==> config.mk <==
export PLATFORM = sky130hd
export DESIGN_NAME = mlds_scanner
export DESIGN_NICKNAME = d
export VERILOG_FILES = /design/src/design/mlds_pkg.sv /design/src/design/mlds_seg_if.sv /design/src/design/mlds_seg_dec.sv /design/src/design/mlds_scanner.sv
export SDC_FILE = /design/constraint.sdc
export NUM_CORES = 1
export LEC_CHECK = 0
export BUFFER_PORTS_ARGS = -buffer_cell sky130_fd_sc_hd__buf_4
export CORE_MARGIN = 5
export CORE_UTILIZATION = 30
export DETAILED_ROUTE_END_ITERATION = 7
export HOLD_SLACK_MARGIN = 0.12
export PLACE_DENSITY = 0.59
export SLEW_MARGIN = 15
export SYNTH_ARGS = -nofsm -noshare
export SYNTH_HDL_FRONTEND = slang
export SYNTH_SLANG_ARGS = --single-unit
==> constraint.sdc <==
create_clock -name clk_sys_in -period 3.31 [get_ports clk_sys_in]
set_input_delay 0 -clock clk_sys_in [delete_from_list [all_inputs] [get_ports clk_sys_in]]
set_output_delay 0 -clock clk_sys_in [all_outputs]
set_load 0.03 [all_outputs]
==> src/design/mlds_pkg.sv <==
package mlds_pkg;
    // Clock and scan timing
    localparam int unsigned CLK_PERIOD_NS  = 100;
    localparam int unsigned SCAN_PERIOD_NS = 500000;
    localparam int unsigned SCAN_CYCLES    = SCAN_PERIOD_NS / CLK_PERIOD_NS;
    localparam int unsigned DIV_W          = 16;

    // Digit and segment geometry
    localparam int unsigned NUM_DIGITS = 6;
    localparam int unsigned BCD_W      = 4;
    localparam int unsigned SEG_W      = 7;
    localparam int unsigned DEC_OUTS   = 10;

    // Scan counter moduli and decoder limit
    localparam logic [3:0] NORMAL_MOD = 4'h6;
    localparam logic [3:0] DIM_MOD    = 4'hC;
    localparam logic [3:0] DEC_LAST   = 4'h9;

    // Segment patterns, active low, order g f e d c b a
    localparam logic [6:0] SEG_ALL_OFF = 7'h7F;
    localparam logic [6:0] SEG_ALL_ON  = 7'h00;

    // Register word addresses
    localparam logic [1:0] ADDR_CTRL   = 2'h0;
    localparam logic [1:0] ADDR_STATUS = 2'h1;
    localparam logic [1:0] ADDR_DIGITS = 2'h2;

    // Control field positions and reset value
    localparam int unsigned CTRL_DIM   = 0;
    localparam int unsigned CTRL_RBI_N = 1;
    localparam int unsigned CTRL_BI_N  = 2;
    localparam int unsigned CTRL_LT_N  = 3;
    localparam logic [3:0]  CTRL_RESET = 4'hE;

    // Status field positions
    localparam int unsigned STAT_COUNT = 0;
    localparam int unsigned STAT_ANODE = 4;
    localparam int unsigned STAT_BCD   = 10;

    typedef struct packed {
        logic [DIV_W-1:0]      div_cnt;
        logic                  scan_tick;
        logic [3:0]            scan_count;
        logic [3:0]            ctrl;
        logic [NUM_DIGITS-1:0] anode_n;
        logic [SEG_W-1:0]      seg_n;
        logic [BCD_W-1:0]      bcd_sel;
        logic                  ack;
        logic [31:0]           rdata;
    } mlds_state_t;

    localparam mlds_state_t ST_RESET = '{
        div_cnt:    '0,
        scan_tick:  1'b0,
        scan_count: '0,
        ctrl:       CTRL_RESET,
        anode_n:    '1,
        seg_n:      SEG_ALL_OFF,
        bcd_sel:    '0,
        ack:        1'b0,
        rdata:      '0
    };
endpackage

==> src/design/mlds_seg_if.sv <==
interface mlds_seg_if;
    logic [3:0] bcd;
    logic       rbi_n;
    logic       bi_n;
    logic       lt_n;
    logic [6:0] seg_n;

    modport dec (
        input  bcd,
        input  rbi_n,
        input  bi_n,
        input  lt_n,
        output seg_n
    );
    modport drv (
        output bcd,
        output rbi_n,
        output bi_n,
        output lt_n,
        input  seg_n
    );
endinterface

==> src/design/mlds_seg_dec.sv <==
module mlds_seg_dec (
    mlds_seg_if.dec seg_if
);
    // BCD to seven segments, low means segment sinks current
    function automatic logic [6:0] seg_map(input logic [3:0] v);
        case (v)
            4'h0: seg_map = 7'h40;
            4'h1: seg_map = 7'h79;
            4'h2: seg_map = 7'h24;
            4'h3: seg_map = 7'h30;
            4'h4: seg_map = 7'h19;
            4'h5: seg_map = 7'h12;
            4'h6: seg_map = 7'h02; // Six with its tail
            4'h7: seg_map = 7'h78;
            4'h8: seg_map = 7'h00;
            4'h9: seg_map = 7'h10; // Nine with its tail
            4'hA: seg_map = 7'h27;
            4'hB: seg_map = 7'h33;
            4'hC: seg_map = 7'h1D;
            4'hD: seg_map = 7'h16;
            4'hE: seg_map = 7'h07;
            default: seg_map = mlds_pkg::SEG_ALL_OFF;
        endcase
    endfunction

    // Blank beats lamp test, lamp test beats ripple blank
    always_comb begin
        if (!seg_if.bi_n) begin
            seg_if.seg_n = mlds_pkg::SEG_ALL_OFF;
        end else if (!seg_if.lt_n) begin
            seg_if.seg_n = mlds_pkg::SEG_ALL_ON;
        end else if (!seg_if.rbi_n && seg_if.bcd == 4'h0) begin
            seg_if.seg_n = mlds_pkg::SEG_ALL_OFF;
        end else begin
            seg_if.seg_n = seg_map(seg_if.bcd);
        end
    end
endmodule

==> src/design/mlds_scanner.sv <==
module mlds_scanner #(
    parameter int unsigned SCAN_DIV_CYCLES = mlds_pkg::SCAN_CYCLES
) (
    input  wire logic        clk_sys_in,
    input  wire logic        reset_in,
    input  wire logic [23:0] digits_bcd_in,
    input  wire logic [1:0]  avs_address_in,
    input  wire logic        avs_read_in,
    input  wire logic        avs_write_in,
    input  wire logic [31:0] avs_writedata_in,
    input  wire logic [3:0]  avs_byteenable_in,
    output logic      [31:0] avs_readdata_out,
    output logic             avs_waitrequest_out,
    output logic      [5:0]  digit_select_line_n_out,
    output logic      [6:0]  seg_n_out
);
    localparam int unsigned ND = mlds_pkg::NUM_DIGITS;
    localparam int unsigned BW = mlds_pkg::BCD_W;
    localparam logic [mlds_pkg::DIV_W-1:0] DIV_LAST =
        mlds_pkg::DIV_W'(SCAN_DIV_CYCLES - 1);

    // Count to ten active-low one-hot lines, all high above nine
    function automatic logic [9:0] dec10(input logic [3:0] c);
        logic [9:0] o;
        o = '1;
        if (c <= mlds_pkg::DEC_LAST) begin
            o[c] = 1'b0;
        end
        return o;
    endfunction

    mlds_pkg::mlds_state_t st_ff;
    mlds_pkg::mlds_state_t nxt_st;

    logic [9:0]    dec_n;
    logic [ND-1:0] sel_n;
    logic [ND-1:0] sel_hi;
    logic [BW-1:0] gated [ND];
    logic [BW-1:0] four_way;
    logic [BW-1:0] two_way;
    logic [BW-1:0] mux_bcd;
    logic [3:0]    count_inc;
    logic          dimmer_select;
    logic          bus_req;

    mlds_seg_if seg_if ();

    // Scan count decode: low lines drive anodes, inverted copy steers mux
    assign dec_n  = dec10(st_ff.scan_count);
    assign sel_n  = dec_n[ND-1:0];
    assign sel_hi = ~sel_n;

    // Gate every digit with its select
    for (genvar d = 0; d < ND; d++) begin : g_gate
        assign gated[d] = digits_bcd_in[d*BW +: BW] & {BW{sel_hi[d]}};
    end

    // Six-way selector from four-way and two-way AND-OR groups
    assign four_way = gated[0] | gated[1] | gated[2] | gated[3];
    assign two_way  = gated[4] | gated[5];
    assign mux_bcd  = four_way | two_way;

    // Single shared segment decoder
    assign seg_if.bcd   = mux_bcd;
    assign seg_if.rbi_n = st_ff.ctrl[mlds_pkg::CTRL_RBI_N];
    assign seg_if.bi_n  = st_ff.ctrl[mlds_pkg::CTRL_BI_N];
    assign seg_if.lt_n  = st_ff.ctrl[mlds_pkg::CTRL_LT_N];

    mlds_seg_dec u_dec (
        .seg_if (seg_if.dec)
    );

    assign dimmer_select       = st_ff.ctrl[mlds_pkg::CTRL_DIM];
    assign count_inc = st_ff.scan_count + 4'h1;
    assign bus_req   = avs_read_in | avs_write_in;

    // Next state of divider, scan counter, drivers and bus slave
    always_comb begin
        nxt_st = st_ff;

        // 2 kHz scan tick from the clock divider
        if (st_ff.div_cnt == DIV_LAST) begin
            nxt_st.div_cnt   = '0;
            nxt_st.scan_tick = 1'b1;
        end else begin
            nxt_st.div_cnt   = st_ff.div_cnt + mlds_pkg::DIV_W'(1);
            nxt_st.scan_tick = 1'b0;
        end

        // Scan counter, modulo 6 or 12
        if (!dimmer_select && st_ff.scan_count >= mlds_pkg::NORMAL_MOD) begin
            nxt_st.scan_count = 4'h0;
        end else if (st_ff.scan_tick) begin
            if (!dimmer_select && count_inc >= mlds_pkg::NORMAL_MOD) begin
                nxt_st.scan_count = 4'h0;
            end else if (count_inc >= mlds_pkg::DIM_MOD) begin
                nxt_st.scan_count = 4'h0;
            end else begin
                nxt_st.scan_count = count_inc;
            end
        end

        // Anodes and segments registered together, so they stay in step
        nxt_st.anode_n = sel_n;
        nxt_st.seg_n   = seg_if.seg_n;
        nxt_st.bcd_sel = mux_bcd;

        // One wait cycle per bus request
        nxt_st.ack = bus_req & ~st_ff.ack;

        // Control write takes effect when waitrequest is low
        if (avs_write_in && st_ff.ack && avs_address_in == mlds_pkg::ADDR_CTRL
            && avs_byteenable_in[0]) begin
            nxt_st.ctrl = avs_writedata_in[3:0];
        end

        // Read data captured during the wait cycle
        if (avs_read_in && !st_ff.ack) begin
            nxt_st.rdata = '0;
            case (avs_address_in)
                mlds_pkg::ADDR_CTRL: begin
                    nxt_st.rdata[3:0] = st_ff.ctrl;
                end
                mlds_pkg::ADDR_STATUS: begin
                    nxt_st.rdata[mlds_pkg::STAT_COUNT +: 4]  = st_ff.scan_count;
                    nxt_st.rdata[mlds_pkg::STAT_ANODE +: ND] = ~st_ff.anode_n;
                    nxt_st.rdata[mlds_pkg::STAT_BCD +: BW]   = st_ff.bcd_sel;
                end
                mlds_pkg::ADDR_DIGITS: begin
                    nxt_st.rdata[23:0] = digits_bcd_in;
                end
                default: begin
                    nxt_st.rdata = '0;
                end
            endcase
        end
    end

    // State register, synchronous reset
    always_ff @(posedge clk_sys_in) begin
        if (reset_in) begin
            st_ff <= mlds_pkg::ST_RESET;
        end else begin
            st_ff <= nxt_st;
        end
    end

    // Outputs
    assign avs_waitrequest_out     = bus_req & ~st_ff.ack;
    assign avs_readdata_out        = st_ff.rdata;
    assign digit_select_line_n_out = st_ff.anode_n;
    assign seg_n_out               = st_ff.seg_n;
endmodule

==> impl_metrics.tcl <==
set metrics [dict create \
    status "completed" \
    slowest_delay_ps 440 \
    drt_iter0_drc 277 \
    crit_type "flop to flop" \
    cts_setup_buffers 0 \
    grt_start_max_net_pins 41 \
    synth-edff-count 0 \
    die_x_um 117.0 \
    grt_pass1_vias 2866 \
    crit_top_cell "ha_1" \
    synth_fa_ha_area_frac 0.05461 \
    cp_data_required_time_ps 3500 \
    crit_buf_inv 1 \
    powerDensity_mw_per_mm2 469.1 \
    h-tree-depth 3 \
    drive_gt1_frac 0.1979 \
    finClkSkew_ps 5.932 \
    cts_buffer_depth 2 \
    clkTransAtPathRegs_ps 50 \
    cts_tree "built" \
    start_util 0.3036 \
    vias_per_cell 4.717 \
    area_delta_synth_final_pct 29.16 \
    ant_nets 0 \
    fin_nets 561 \
    fmax_mhz 341.8 \
    final_util 0.3921 \
    cp.arrival_ps 3120 \
    crit_chain "inv_1 -> ha_1 -> a22oi_1 -> nand2_1 -> o21ai_0 -> or2_2 -> ha_1 -> nor2b_1 -> nor2_1 -> nor3_1 -> or4_1" \
    vias 2962 \
    clkLatencyLatePin_ps 330 \
    setup-tns-final_ps 0 \
    ios 112 \
    dieHeight_um 117.0 \
    r2r_cells 11 \
    wl_per_cell_um 14.34 \
    first_pass_iters 8 \
    post-synth-top-area-fraction 0.3902 \
    num_rows 39 \
    max_cap_violations 0 \
    muxShareOfSynthArea 0.005825 \
    min_path_type "primary input to flop" \
    die_area_mm2 0.01370 \
    period_needed_ps 2926 \
    rsz0062_at_grt "false" \
    hold_depth 5 \
    netlist_top_cells_area "dfxtp_1 39%, buf_4 10%, nor2_1 6.4%" \
    n_antenna_cell 0 \
    hold_path_end "avs_readdata_out[2]" \
    min_period_over_period 0.8839 \
    synth_top_family_by_area "simple AND/OR/NAND/NOR gates" \
    antenna_found_initial 0 \
    io_buffer_count 72 \
    p_leak_nw 1.894 \
    grt.total_usage 0.1333 \
    grt-ovfl-total 0 \
    synth_compound_area_frac 0.1554 \
    setup_violations 0 \
    routabilityCongestion 0.8565 \
    path_max_fanout 6 \
    worst_setup_path_start_kind "flop" \
    netlist_area_mm2 0.003437 \
    rrSetupSlack_ps 380 \
    cts_buffers 9 \
    synth-simple-area-share 0.2024 \
    ys_seq_elements 67 \
    cts_resized 0 \
    numClockSinks 67 \
    peakVddDrop_mv 0.1852 \
    grt_pass1_wl_um 14190 \
    synth-main-ff-cell "dfxtp_1" \
    yosysSeqAreaShare 0.3902 \
    wirelength_um 9004 \
    relSlewSlack 0.2885 \
    core_area_mm2 0.01132 \
    ys_warn_count 0 \
    finalHoldViolCount 0 \
    slew_viol_final 0 \
    root_buffer "clkbuf_16" \
    synth_cells 416 \
    drc 0 \
    r2r-end "seg_n_out[0]" \
    critPathTopFamily "simple AND/OR/NAND/NOR gates" \
    syn_area_per_cell_um2 8.262 \
    dpl.hpwl_um 6376 \
    tightest_slew_ps 1067 \
    async_flop_share 0 \
    cp.depth 11 \
    synthXorXnorAreaFrac 0.04077 \
    r2r-start "st_ff[54]" \
    end_kind "flop" \
    crit_path_top_delay_cell "or2_2" \
    synth.largest_area_cell "dfxtp_1" \
    synth_cell_types 45 \
    hold_start "digits_bcd_in[2]" \
]
==> logic make-up after synthesis <==
kind of cell / after synthesis
other cells: 1
xor+xnor: 16
mux: 2
buf+inv: 84
flops: 67
simple gates: 153
compound gates: 78
fa+ha+maj: 15
==> cells in the mapped netlist (all sizes together), types with 6 or more instances <==
master / number
a222oi: 7
ha: 15
clkbuf: 11
nor2: 59
nand2: 33
o21ai: 6
nor3: 13
inv: 18
a21oi: 34
nand3: 21
xnor2: 8
nand2b: 7
dfxtp: 67
xor2: 8
buf: 55
a22oi: 15
==> repair_timing <==
action / CTS / global route
hold buffers: 37 / 0
setup endpoints to repair: 0 / 0
hold endpoints to repair: 34 / 0
==> final cells by class <==
cell class,instances,area (µm²)
fill,1124,6882
multi-input combinational,272,1608
sequential,67,1341
timing repair buffer,112,933.4
clock buffer,11,232.7
tap,143,178.9
clock inverter,5,77.57
inverter,18,67.56
==> per-layer routing <==
layer | GRT usage | share of wire | vias to the layer above
met4 | 0.05199 | 0.021 | 0
met3 | 0.03548 | 0.068 | 18
li1 | - | - | 1494
met2 | 0.2184 | 0.47 | 91
met1 | 0.1674 | 0.44 | 1359
met5 | 0 | 0 | -
==> flip-flops by register name (all words and copies together), names as in the netlist <==
register / count
seg_n_out: 7
avs_readdata_out: 24
seg_if.rbi_n: 1
st_ff: 26
digit_select_line_n_out: 6
seg_if.lt_n: 1
dimmer_select: 1
seg_if.bi_n: 1
==> through the flow <==
stage	cell area (µm²)	worst slack (ps)	hold slack (ps)	cells	total power, mW
after floorplan	3463	894.6	99.21	423	1.018
after detailed placement	3759	428.4	274.2	575	1.080
after CTS	4439	382.7	131.7	628	2.108
final	4439	384.4	143.0	628	2.083
after global routing	4439	147.4	179.6	628	2.180
after global placement	3759	477.6	255.9	575	1.077
==> worst register-to-register path, stage by stage, from the launching register on <==
cell	delay (ps)
dfxtp_1	360
inv_1	130
ha_1	330
a22oi_1	160
nand2_1	100
o21ai_0	220
or2_2	440
ha_1	230
nor2b_1	170
nor2_1	160
nor3_1	60
or4_1	440
==> worst max-delay path by stage <==
stage	from	to	slack [ps]
floorplan	st_ff[55]	seg_n_out[1]	890
global placement	st_ff[54]	seg_n_out[0]	480
detailed placement	st_ff[54]	seg_n_out[0]	430
CTS	st_ff[54]	seg_n_out[0]	380
global route	st_ff[54]	seg_n_out[1]	150
finish	st_ff[54]	seg_n_out[0]	380
==> report_power, final <==
group          switching (mW)  internal (mW)
logic                   0.145          0.106
registers              0.0122          0.830
clock network           0.333          0.656
==> layout by cell type, fill, tap and decap left out, types with 2 or more instances in the layout <==
master,count
nand2b_1,7
clkinv_2,2
nand2_1,33
conb_1,8
inv_1,18
dfxtp_1,67
a22oi_1,14
ha_1,15
buf_4,75
a221oi_2,2
nand3_1,21
nor3_1,13
nor4_1,4
o21ai_0,6
bufinv_16,2
xnor2_1,8
o31ai_1,2
nor2b_1,4
xor2_1,8
mux2i_1,2
dlygate4sd3_1,37
a222oi_1,7
a211o_1,3
nor2_1,59
nor3b_1,2
clkbuf_16,9
nand4_1,4
a21oi_1,34
clkbuf_1,2
Power figures use the tool's default switching activity.
